<file path="config.mk">
export PLATFORM = sky130hd
export DESIGN_NAME = aspb_top
export DESIGN_NICKNAME = d
export VERILOG_FILES = /design/src/logic/aspb_pkg.sv /design/src/logic/aspb_top.sv /design/src/logic/aspb_baud_timer.sv
export SDC_FILE = /design/constraint.sdc
export NUM_CORES = 1
export LEC_CHECK = 0
export BUFFER_PORTS_ARGS = -buffer_cell sky130_fd_sc_hd__buf_2
export CAP_MARGIN = 20
export CORE_AREA = 2 2 121 123
export CTS_BUF_LIST = sky130_fd_sc_hd__clkbuf_4
export CTS_CLUSTER_DIAMETER = 60
export DETAILED_ROUTE_END_ITERATION = 10
export DIE_AREA = 0 0 123 125
export GPL_TIMING_DRIVEN = 0
export MAX_ROUTING_LAYER = met4
export PLACE_DENSITY = 0.7
export SETUP_SLACK_MARGIN = 0.5
export SLEW_MARGIN = 30
export SYNTH_ARGS = -nofsm -noshare
export SYNTH_HDL_FRONTEND = slang
export SYNTH_SLANG_ARGS = --single-unit
</file>
<file path="constraint.sdc">
create_clock -name core_clk -period 4.05 [get_ports core_clk]
set_clock_uncertainty 0.2 [all_clocks]
set_input_delay 0.405 -clock core_clk [delete_from_list [all_inputs] [get_ports core_clk]]
set_output_delay 0.405 -clock core_clk [all_outputs]
set_load 0.01 [all_outputs]
</file>
<file path="src/logic/aspb_pkg.sv">
// Shared constants for the asynchronous serial port with baud timer
package aspb_pkg;

  // ---------------------------------------------------------------
  // Register map (byte addresses, one aligned word each)
  // ---------------------------------------------------------------
  localparam int unsigned AXI_ADDR_W = 4;
  localparam logic [3:0]  OFF_CTRL   = 4'h0;
  localparam logic [3:0]  OFF_DATA   = 4'h4;
  localparam logic [3:0]  OFF_TIMER  = 4'h8;

  // ---------------------------------------------------------------
  // Control register fields
  // ---------------------------------------------------------------
  localparam int unsigned CTRL_MODE_BIT = 7;
  localparam int unsigned CTRL_ONE_BIT  = 6;
  localparam int unsigned CTRL_MCE_BIT  = 5;
  localparam int unsigned CTRL_REN_BIT  = 4;
  localparam int unsigned CTRL_TB8_BIT  = 3;
  localparam int unsigned CTRL_RB8_BIT  = 2;
  localparam int unsigned CTRL_TI_BIT   = 1;
  localparam int unsigned CTRL_RI_BIT   = 0;

  // ---------------------------------------------------------------
  // Timer register fields
  // ---------------------------------------------------------------
  localparam int unsigned TMR_RUN_BIT    = 0;
  localparam int unsigned TMR_IRQEN_BIT  = 1;
  localparam int unsigned TMR_RELOAD_LSB = 8;
  localparam int unsigned TMR_COUNT_LSB  = 16;

  // ---------------------------------------------------------------
  // Reset values and frame constants
  // ---------------------------------------------------------------
  localparam logic [7:0] RELOAD_RST = 8'h00;
  localparam logic [7:0] CNT_RST    = 8'h00;
  localparam logic [7:0] DATA_RST   = 8'h00;
  localparam logic [2:0] BIT_FIRST  = 3'h0;
  localparam logic [2:0] BIT_LAST   = 3'h7;
  localparam logic       LINE_IDLE  = 1'b1;
  localparam logic       LINE_START = 1'b0;
  localparam logic       LINE_STOP  = 1'b1;

  localparam logic [1:0] RESP_OKAY   = 2'b00;
  localparam logic [1:0] RESP_SLVERR = 2'b10;

endpackage

</file>
<file path="src/logic/aspb_top.sv">
// Serial port core: AXI4-Lite registers, transmitter, receiver, baud timers
`timescale 1ns/1ps
`default_nettype none

// Overview of operation
// - Data write loads transmitter; read returns receive buffer
// - Completed byte held in separate receive buffer
// - Done flags cleared only by software
// - Interrupt when enabled and either flag set
// - Transmit clock from auto-reload counter overflows
// - Hidden receive counter shares reload byte
// - Both overflow streams divided by two
// - Start detect forces receive counter reload
// - One mode bit selects 8 or 9-bit frames
// - 8-bit frame: start, eight data LSB first, stop
// - 8-bit receive stores data and stop bit
// - Data write starts send; flag at stop start
// - Receive only while receive enable set
// - 8-bit accept needs flag clear, filtered stop one
// - Overrun keeps first byte, drops later ones
// - 9-bit frame adds ninth bit from control
// - 9-bit receive stores ninth bit, ignores stop
// - 9-bit accept needs flag clear, filtered ninth one
module aspb_top
  import aspb_pkg::*;
#(
  parameter int unsigned ADDR_W = AXI_ADDR_W
) (
  input  wire logic              core_clk,
  input  wire logic              rst,
  input  wire logic              s_axi_awvalid,
  output logic                   s_axi_awready,
  input  wire logic [ADDR_W-1:0] s_axi_awaddr,
  input  wire logic              s_axi_wvalid,
  output logic                   s_axi_wready,
  input  wire logic [31:0]       s_axi_wdata,
  input  wire logic [3:0]        s_axi_wstrb,
  output logic                   s_axi_bvalid,
  input  wire logic              s_axi_bready,
  output logic      [1:0]        s_axi_bresp,
  input  wire logic              s_axi_arvalid,
  output logic                   s_axi_arready,
  input  wire logic [ADDR_W-1:0] s_axi_araddr,
  output logic                   s_axi_rvalid,
  input  wire logic              s_axi_rready,
  output logic      [31:0]       s_axi_rdata,
  output logic      [1:0]        s_axi_rresp,
  input  wire logic              serial_in_pin,
  output logic                   serial_out_pin,
  output logic                   irq
);

  typedef enum {TX_IDLE, TX_START, TX_DATA, TX_NINTH, TX_STOP} aspb_tx_e;
  typedef enum {RX_IDLE, RX_START, RX_DATA, RX_NINTH, RX_STOP} aspb_rx_e;

  // ---------------------------------------------------------------
  // Register bus slave
  // ---------------------------------------------------------------
  logic              aw_held_q;
  logic [ADDR_W-1:0] awaddr_q;
  logic              w_held_q;
  logic [31:0]       wdata_q;
  logic [3:0]        wstrb_q;
  logic              bvalid_q;
  logic [1:0]        bresp_q;
  logic              rvalid_q;
  logic [31:0]       rdata_q;
  logic [1:0]        rresp_q;
  logic              do_wr;
  logic [3:0]        wr_word;
  logic [3:0]        rd_word;
  logic              wr_ctrl;
  logic              wr_data;
  logic              wr_tmr_lo;
  logic              wr_tmr_hi;
  logic              rd_take;

  assign s_axi_awready = !aw_held_q;
  assign s_axi_wready  = !w_held_q;
  assign s_axi_bvalid  = bvalid_q;
  assign s_axi_bresp   = bresp_q;
  assign s_axi_arready = !rvalid_q;
  assign s_axi_rvalid  = rvalid_q;
  assign s_axi_rdata   = rdata_q;
  assign s_axi_rresp   = rresp_q;

  // Address and data may arrive in either order; the write waits for both
  assign do_wr     = aw_held_q && w_held_q && !bvalid_q;
  assign wr_word   = {awaddr_q[3:2], 2'b00};
  assign rd_word   = {s_axi_araddr[3:2], 2'b00};
  assign wr_ctrl   = do_wr && (wr_word == OFF_CTRL) && wstrb_q[0];
  assign wr_data   = do_wr && (wr_word == OFF_DATA) && wstrb_q[0];
  assign wr_tmr_lo = do_wr && (wr_word == OFF_TIMER) && wstrb_q[0];
  assign wr_tmr_hi = do_wr && (wr_word == OFF_TIMER) && wstrb_q[1];
  assign rd_take   = s_axi_arvalid && !rvalid_q;

  always_ff @(posedge core_clk or posedge rst) begin
    if (rst) begin
      aw_held_q <= 1'b0;
      awaddr_q  <= '0;
    end else if (s_axi_awvalid && !aw_held_q) begin
      aw_held_q <= 1'b1;
      awaddr_q  <= s_axi_awaddr;
    end else if (do_wr) begin
      aw_held_q <= 1'b0;
    end
  end

  always_ff @(posedge core_clk or posedge rst) begin
    if (rst) begin
      w_held_q <= 1'b0;
      wdata_q  <= '0;
      wstrb_q  <= '0;
    end else if (s_axi_wvalid && !w_held_q) begin
      w_held_q <= 1'b1;
      wdata_q  <= s_axi_wdata;
      wstrb_q  <= s_axi_wstrb;
    end else if (do_wr) begin
      w_held_q <= 1'b0;
    end
  end

  always_ff @(posedge core_clk or posedge rst) begin
    if (rst) begin
      bvalid_q <= 1'b0;
      bresp_q  <= RESP_OKAY;
    end else if (do_wr) begin
      bvalid_q <= 1'b1;
      bresp_q  <= (wr_word == OFF_CTRL || wr_word == OFF_DATA || wr_word == OFF_TIMER)
                  ? RESP_OKAY : RESP_SLVERR;
    end else if (s_axi_bready) begin
      bvalid_q <= 1'b0;
    end
  end

  // ---------------------------------------------------------------
  // Control and timer registers
  // ---------------------------------------------------------------
  logic       mode_q;
  logic       mce_q;
  logic       ren_q;
  logic       tb8_q;
  logic       rb8_q;
  logic       ti_q;
  logic       ri_q;
  logic       run_q;
  logic       irq_en_q;
  logic [7:0] reload_q;
  logic [7:0] rx_buf_q;
  logic       ti_set;
  logic       rx_load;
  logic       rx_flag_bit;
  logic [7:0] baud_counter_low;

  always_ff @(posedge core_clk or posedge rst) begin
    if (rst) begin
      mode_q <= 1'b0;
      mce_q  <= 1'b0;
      ren_q  <= 1'b0;
      tb8_q  <= 1'b0;
    end else if (wr_ctrl) begin
      mode_q <= wdata_q[CTRL_MODE_BIT];
      mce_q  <= wdata_q[CTRL_MCE_BIT];
      ren_q  <= wdata_q[CTRL_REN_BIT];
      tb8_q  <= wdata_q[CTRL_TB8_BIT];
    end
  end

  // Hardware sets win over a software write in the same cycle
  always_ff @(posedge core_clk or posedge rst) begin
    if (rst) begin
      ti_q <= 1'b0;
    end else if (ti_set) begin
      ti_q <= 1'b1;
    end else if (wr_ctrl) begin
      ti_q <= wdata_q[CTRL_TI_BIT];
    end
  end

  always_ff @(posedge core_clk or posedge rst) begin
    if (rst) begin
      ri_q  <= 1'b0;
      rb8_q <= 1'b0;
    end else if (rx_load) begin
      ri_q  <= 1'b1;
      rb8_q <= rx_flag_bit;
    end else if (wr_ctrl) begin
      ri_q  <= wdata_q[CTRL_RI_BIT];
      rb8_q <= wdata_q[CTRL_RB8_BIT];
    end
  end

  always_ff @(posedge core_clk or posedge rst) begin
    if (rst) begin
      run_q    <= 1'b0;
      irq_en_q <= 1'b0;
    end else if (wr_tmr_lo) begin
      run_q    <= wdata_q[TMR_RUN_BIT];
      irq_en_q <= wdata_q[TMR_IRQEN_BIT];
    end
  end

  always_ff @(posedge core_clk or posedge rst) begin
    if (rst) begin
      reload_q <= RELOAD_RST;
    end else if (wr_tmr_hi) begin
      reload_q <= wdata_q[TMR_RELOAD_LSB +: 8];
    end
  end

  assign irq = irq_en_q && (ti_q || ri_q);

  // Reads have no side effects; the transmit register is never visible
  always_ff @(posedge core_clk or posedge rst) begin
    if (rst) begin
      rvalid_q <= 1'b0;
      rdata_q  <= '0;
      rresp_q  <= RESP_OKAY;
    end else if (rd_take) begin
      rvalid_q <= 1'b1;
      rresp_q  <= RESP_OKAY;
      unique case (rd_word)
        OFF_CTRL:  rdata_q <= {24'h000000, mode_q, 1'b1, mce_q, ren_q,
                               tb8_q, rb8_q, ti_q, ri_q};
        OFF_DATA:  rdata_q <= {24'h000000, rx_buf_q};
        OFF_TIMER: rdata_q <= {8'h00, baud_counter_low, reload_q,
                               6'h00, irq_en_q, run_q};
        default: begin
          rdata_q <= '0;
          rresp_q <= RESP_SLVERR;
        end
      endcase
    end else if (s_axi_rready) begin
      rvalid_q <= 1'b0;
    end
  end

  // ---------------------------------------------------------------
  // Baud timers
  // ---------------------------------------------------------------
  logic       tx_tick;
  logic       rx_tick;
  logic       rx_start;
  logic [7:0] rx_count;

  aspb_baud_timer #(.CNT_W(8)) u_tx_timer (
    .core_clk     (core_clk),
    .rst          (rst),
    .run          (run_q),
    .force_reload (1'b0),
    .reload       (reload_q),
    .count        (baud_counter_low),
    .ovf          (),
    .tick         (tx_tick)
  );

  // Private copy for the receiver so its phase follows the start edge
  aspb_baud_timer #(.CNT_W(8)) u_rx_timer (
    .core_clk     (core_clk),
    .rst          (rst),
    .run          (run_q),
    .force_reload (rx_start),
    .reload       (reload_q),
    .count        (rx_count),
    .ovf          (),
    .tick         (rx_tick)
  );

  // ---------------------------------------------------------------
  // Transmitter
  // ---------------------------------------------------------------
  aspb_tx_e   tx_st_q;
  logic [7:0] tx_hold_q;
  logic [7:0] tx_shift_q;
  logic       tx_pend_q;
  logic [2:0] tx_bit_q;
  logic       tx_launch;

  assign tx_launch = (tx_st_q == TX_IDLE) && tx_pend_q && tx_tick;
  assign ti_set    = tx_tick && (((tx_st_q == TX_DATA) && (tx_bit_q == BIT_LAST) && !mode_q)
                     || (tx_st_q == TX_NINTH));

  always_ff @(posedge core_clk or posedge rst) begin
    if (rst) begin
      tx_hold_q <= DATA_RST;
      tx_pend_q <= 1'b0;
    end else if (wr_data) begin
      tx_hold_q <= wdata_q[7:0];
      tx_pend_q <= 1'b1;
    end else if (tx_launch) begin
      tx_pend_q <= 1'b0;
    end
  end

  always_ff @(posedge core_clk or posedge rst) begin
    if (rst) begin
      tx_st_q        <= TX_IDLE;
      tx_shift_q     <= DATA_RST;
      tx_bit_q       <= BIT_FIRST;
      serial_out_pin <= LINE_IDLE;
    end else if (tx_tick) begin
      unique case (tx_st_q)
        TX_IDLE: if (tx_pend_q) begin
          tx_st_q        <= TX_START;
          tx_shift_q     <= tx_hold_q;
          serial_out_pin <= LINE_START;
        end
        TX_START: begin
          tx_st_q        <= TX_DATA;
          tx_bit_q       <= BIT_FIRST;
          serial_out_pin <= tx_shift_q[0];
        end
        TX_DATA: if (tx_bit_q == BIT_LAST) begin
          tx_st_q        <= mode_q ? TX_NINTH : TX_STOP;
          serial_out_pin <= mode_q ? tb8_q : LINE_STOP;
        end else begin
          tx_shift_q     <= {1'b0, tx_shift_q[7:1]};
          tx_bit_q       <= tx_bit_q + 1'b1;
          serial_out_pin <= tx_shift_q[1];
        end
        TX_NINTH: begin
          tx_st_q        <= TX_STOP;
          serial_out_pin <= LINE_STOP;
        end
        TX_STOP: begin
          tx_st_q        <= TX_IDLE;
          serial_out_pin <= LINE_IDLE;
        end
      endcase
    end
  end

  // ---------------------------------------------------------------
  // Receiver
  // ---------------------------------------------------------------
  aspb_rx_e   rx_st_q;
  logic       rx_s1_q;
  logic       rx_s2_q;
  logic       rx_prev_q;
  logic [7:0] rx_shift_q;
  logic [2:0] rx_bit_q;
  logic       rx_ninth_q;
  logic       rx_stop_tick;

  always_ff @(posedge core_clk or posedge rst) begin
    if (rst) begin
      rx_s1_q   <= LINE_IDLE;
      rx_s2_q   <= LINE_IDLE;
      rx_prev_q <= LINE_IDLE;
    end else begin
      rx_s1_q   <= serial_in_pin;
      rx_s2_q   <= rx_s1_q;
      rx_prev_q <= rx_s2_q;
    end
  end

  assign rx_start     = (rx_st_q == RX_IDLE) && ren_q && rx_prev_q && !rx_s2_q;
  assign rx_stop_tick = (rx_st_q == RX_STOP) && rx_tick;
  // Stop bit acts as the filter bit in 8-bit mode, ninth bit in 9-bit mode
  assign rx_flag_bit  = mode_q ? rx_ninth_q : rx_s2_q;
  // A full buffer drops the new frame, so the first byte survives overrun
  assign rx_load      = rx_stop_tick && !ri_q && (!mce_q || rx_flag_bit);

  always_ff @(posedge core_clk or posedge rst) begin
    if (rst) begin
      rx_buf_q <= DATA_RST;
    end else if (rx_load) begin
      rx_buf_q <= rx_shift_q;
    end
  end

  // Clearing receive enable abandons a frame in progress
  always_ff @(posedge core_clk or posedge rst) begin
    if (rst) begin
      rx_st_q    <= RX_IDLE;
      rx_shift_q <= DATA_RST;
      rx_bit_q   <= BIT_FIRST;
      rx_ninth_q <= 1'b0;
    end else if (!ren_q) begin
      rx_st_q <= RX_IDLE;
    end else if (rx_start) begin
      rx_st_q <= RX_START;
    end else if (rx_tick) begin
      unique case (rx_st_q)
        RX_IDLE: rx_st_q <= RX_IDLE;
        RX_START: begin
          rx_st_q  <= rx_s2_q ? RX_IDLE : RX_DATA;
          rx_bit_q <= BIT_FIRST;
        end
        RX_DATA: begin
          rx_shift_q <= {rx_s2_q, rx_shift_q[7:1]};
          rx_bit_q   <= rx_bit_q + 1'b1;
          if (rx_bit_q == BIT_LAST) begin
            rx_st_q <= mode_q ? RX_NINTH : RX_STOP;
          end
        end
        RX_NINTH: begin
          rx_ninth_q <= rx_s2_q;
          rx_st_q    <= RX_STOP;
        end
        RX_STOP: rx_st_q <= RX_IDLE;
      endcase
    end
  end
endmodule // aspb_top

`default_nettype wire

</file>
<file path="src/logic/aspb_baud_timer.sv">
// Eight-bit auto-reload baud counter with divide-by-two bit tick
`timescale 1ns/1ps
`default_nettype none

module aspb_baud_timer
  import aspb_pkg::*;
#(
  parameter int unsigned CNT_W = 8
) (
  input  wire logic             core_clk,
  input  wire logic             rst,
  input  wire logic             run,
  input  wire logic             force_reload,
  input  wire logic [CNT_W-1:0] reload,
  output logic      [CNT_W-1:0] count,
  output logic                  ovf,
  output logic                  tick
);

  logic [CNT_W-1:0] cnt_q;
  logic             half_q;

  assign count = cnt_q;
  assign ovf   = run && !force_reload && (cnt_q == {CNT_W{1'b1}});
  // A forced reload presets the phase so the first overflow is a tick
  assign tick  = ovf && half_q;

  always_ff @(posedge core_clk or posedge rst) begin
    if (rst) begin
      cnt_q <= CNT_W'(CNT_RST);
    end else if (force_reload || ovf) begin
      cnt_q <= reload;
    end else if (run) begin
      cnt_q <= cnt_q + 1'b1;
    end
  end

  always_ff @(posedge core_clk or posedge rst) begin
    if (rst) begin
      half_q <= 1'b0;
    end else if (force_reload) begin
      half_q <= 1'b1;
    end else if (ovf) begin
      half_q <= ~half_q;
    end
  end
endmodule // aspb_baud_timer

`default_nettype wire

</file>
==> impl_metrics.py <==
metrics = {
    "routing": {
        "drt_iter0_drc": 207,
        "finalWirelength_um": 12500,
        "dr.pass1.iters": 4,
        "drc": 0,
        "wl_per_cell_um": 15.7,
        "antenna_left": 0,
        "avgViaCountPerCell": 5.20,
        "vias": 4138,
    },
    "clocking": {
        "root_buffer": "clkbuf_4",
        "cts.path.max_buffers": 2,
        "post_cts_resized": 0,
        "cts_tree": "yes",
        "cts_buffers": 17,
        "insertion_delay_ns": 0.53,
        "post_cts_buffers": 0,
        "cts.sinks": 135,
        "holdBufCountCts": 26,
        "h-tree-depth": 4,
        "clkSlewWorstSetupHoldPaths_ns": 0.11,
    },
    "placement": {
        "placed_cell_area_sq_mm": 0.00667,
        "dpl.cell_count": 738,
        "dp_slack_ns": 1.72,
        "portBuffers": 61,
        "gp_congestion": 0.835,
        "dp_hpwl_um": 9030,
    },
    "floorplan": {
        "core_area_sq_mm": 0.0142,
        "die_w_um": 123,
        "die_h_um": 125,
        "io_pins": 95,
        "rows": 44,
        "start_util_pct": 42.1,
        "die-area_sq_mm": 0.0154,
    },
    "final_layout": {
        "fin_cells": 796,
        "finalNetCount": 657,
        "num_antenna_cells": 0,
        "design_area_sq_mm": 0.00717,
        "syn2layout_area_growth_pct": 19.9,
        "drive_gt1_share_pct": 32.5,
    },
    "power_and_ir_drop": {
        "p_seq_share_pct": 54.3,
        "internal_power_mw": 2.51,
        "vdd_ir_drop_max_mv": 0.342,
        "power.density_mw_per_mm2": 525,
        "power_frac_comb_pct": 25.1,
        "clkPwrFrac_pct": 20.6,
        "power.switching_mw": 1.25,
        "power.leakage_nw": 3.37,
        "netSwitchingFraction_pct": 33.3,
    },
    "timing": {
        "max_slew_margin_pct": 48.9,
        "fmax_mhz": 434,
        "maxSlewViolCount": 0,
        "grt_setup_unrepaired": "false",
        "final-hold-violation-count": 0,
        "fin_crit_sh_pct": 56.8,
        "whs_ns": 0.0892,
        "finalCriticalPeriod_ns": 2.30,
        "layout_setup_ws_ns": 1.75,
        "fin_setup_tns_ns": 0,
        "worst_pin_slew_ns": 0.761,
        "setup_violations": 0,
    },
    "worst_setup_path": {
        "arrival_ns": 2.52,
        "critPathLaunchType": "primary input",
        "crit_buf_inv": 4,
        "end_kind": "register",
        "crit_path_max_incr_delay_ns": 0.52,
        "critical_path.cell_chain": "dlygate4sd3_1 -> buf_2 -> nor2b_1 -> clkbuf_1 -> buf_1 -> mux2_2",
        "cpLargestDelayFamily": "buffers and inverters",
        "cp_max_fo": 10,
        "critPathSlowestCell": "dlygate4sd3_1",
        "cp.required_ns": 4.27,
        "critPathKind": "primary input to register",
    },
    "synth": {
        "synth.cell_area_sq_mm": 0.00598,
        "synthCells": 479,
        "synth_seq_cells": 135,
        "syn_area_per_cell_sq_um": 12.5,
        "synth_flop_cell": "dfrtp_1",
        "seq_area_frac_synth_pct": 56.6,
        "synthDistinctLibCells": 63,
        "ys_warn_count": 0,
        "synth_edf_count": 0,
        "synth-async-reset-ratio_pct": 100,
    },
    "grt": {
        "grtUsageTotal_pct": 18.3,
        "grt_overflow": 0,
        "top_usage_layer": "met2",
        "use_met2_pct": 27.9,
        "use_met1_pct": 24.0,
        "antenna_found_initial": 0,
        "grt_max_degree": 28,
        "use_met3_pct": 5.25,
        "grt_pass1_wl_um": 21200,
        "grt_pass1_vias": 4231,
    },
    "worst_hold_path": {
        "min_path_type": "primary input to register",
    },
    "status": {
        "status": "completed",
    },
    "flow_run": {
        "drv_cap": 0,
    },
}
## layout make-up
| cell class | count | area (sq um) |
|---|---|---|
| plain buffers | 30 | 155 |
| flip-flops and latches | 135 | 3380 |
| clock buffers | 17 | 128 |
| fillers | 1257 | 7040 |
| repair buffers | 92 | 681 |
| well taps | 184 | 230 |
| inverters | 13 | 52.6 |
| multi-input cells | 310 | 2420 |
| clock inverters | 15 | 114 |
## synth_stat cells (3+ instances only)
master    number  area share (%)
o41ai_1        3            0.44
o21ai_0       22             1.8
dfstp_2        4             1.8
nand3_1        9            0.75
nand3_2        3            0.50
nand2_1       37             2.3
nor2b_1        7            0.73
nand4_1        5            0.52
o21a_1         4            0.50
a22o_1        18             2.6
inv_1         13            0.82
a21oi_1        8            0.67
xnor2_1        6            0.88
ha_1           6             1.3
mux2i_1       13             2.2
nand2b_1       3            0.31
clkbuf_1      15            0.94
xor2_1         3            0.44
nor3_1         8            0.67
dfrtp_1      131              55
buf_2          4            0.33
buf_4         10             1.3
mux2_1         7             1.3
mux2_2        75              14
and3_1         3            0.31
nor2_1        16             1.0
## tightest hold or removal path, cell delays in order
cell and delay [ns]:
clkbuf_1 0.19, nand2_1 0.11, o21ai_0 0.08
## stage by stage
step           total power, mW  utilization, %
3_3_place_gp              2.93            46.1
3_5_place_dp              3.01            46.9
4_1_cts                   3.81            50.5
2_1_floorplan             2.65               -
5_1_grt                   4.03            50.5
6_report                  3.76            50.5
## flip-flops by register name, summed over array words and instances, names as in the netlist, 2 cells and up
| name | cells |
|---|---|
| awaddr_q | 2 |
| reload_q | 8 |
| rx_bit_q | 3 |
| rx_buf_q | 8 |
| rx_shift_q | 8 |
| rx_st_q | 3 |
| s_axi_rdata | 24 |
| tx_bit_q | 3 |
| tx_hold_q | 8 |
| tx_shift_q | 8 |
| tx_st_q | 3 |
| u_rx_timer.count | 8 |
| u_tx_timer.count | 8 |
| wdata_q | 16 |
| wstrb_q | 2 |
## cell families (layout without fill, tap and decap cells)
logic type / Yosys count / in the layout / share of synthesized area (%)
compound gates: 79 / 79 / 9.42
flops: 135 / 135 / 56.6
buf+inv: 43 / 167 / 3.41
simple gates: 110 / 110 / 10.1
fa+ha+maj: 6 / 6 / 1.26
mux: 96 / 96 / 17.9
other cells: 1 / 10 / 0.0627
xor+xnor: 9 / 9 / 1.32
## layer usage
layer / vias up / part of all wire, %
li1: 1963 / -
met1: 2054 / 44
met2: 112 / 50
met3: 9 / 5.6
met4: 0 / 0.66
met5: - / 0
## cells in the final DEF, fill, tap and decap left out, drive strengths merged, types with 3 or more instances in the layout
cell         synthesis  final
nor3                 8      8
o21a                 4      4
mux2                83     83
mux2i               13     13
or3                  3      3
ha                   6      6
xor2                 3      3
inv                 13     12
a22o                19     19
o21ai               23     23
o41ai                3      3
buf                 15     81
nor3b                3      3
nand4                5      5
nand2b               3      3
dlygate4sd3          0     26
clkinvlp             0      5
and3                 3      3
a21oi                8      8
nor2                16     16
nor2b                7      7
nand2               37     37
xnor2                6      6
conb                 1     10
clkinv               0     10
dfrtp              131    131
nand3               13     13
dfstp                4      4
clkbuf              15     32
## power by group through the flow
stage,Combinational [mW],Clock [mW],Sequential (mW)
floorplan,0.687,0,1.96
global placement,0.880,0,2.05
detailed placement,0.937,0,2.07
CTS,0.959,0.807,2.05
global route,1.06,0.875,2.10
finish,0.945,0.775,2.04
## final timing paths
kind / start / end / slack [ns] / depth (start not counted)
max: s_axi_wvalid / wdata_q[12]$_DFFE_PP0P_ / 1.75 / 6
min: s_axi_araddr[3] / s_axi_rresp[1]$_DFFE_PP0P_ / 0.09 / 3
max reg2reg: u_tx_timer.count[0]$_DFFE_PP0P_ / tx_shift_q[4]$_DFFE_PP0P_ / 1.75 / 5
min reg2reg: rx_s1_q$_DFF_PP1_ / rx_s2_q$_DFF_PP1_ / 0.17 / 0
max in group asynchronous: rst / wdata_q[7]$_DFFE_PP0P_ / 2.35 / 7
min in group asynchronous: rst / rx_shift_q[1]$_DFFE_PP0P_ / 0.23 / 3
No activity file was read; power rests on OpenSTA's default activity.
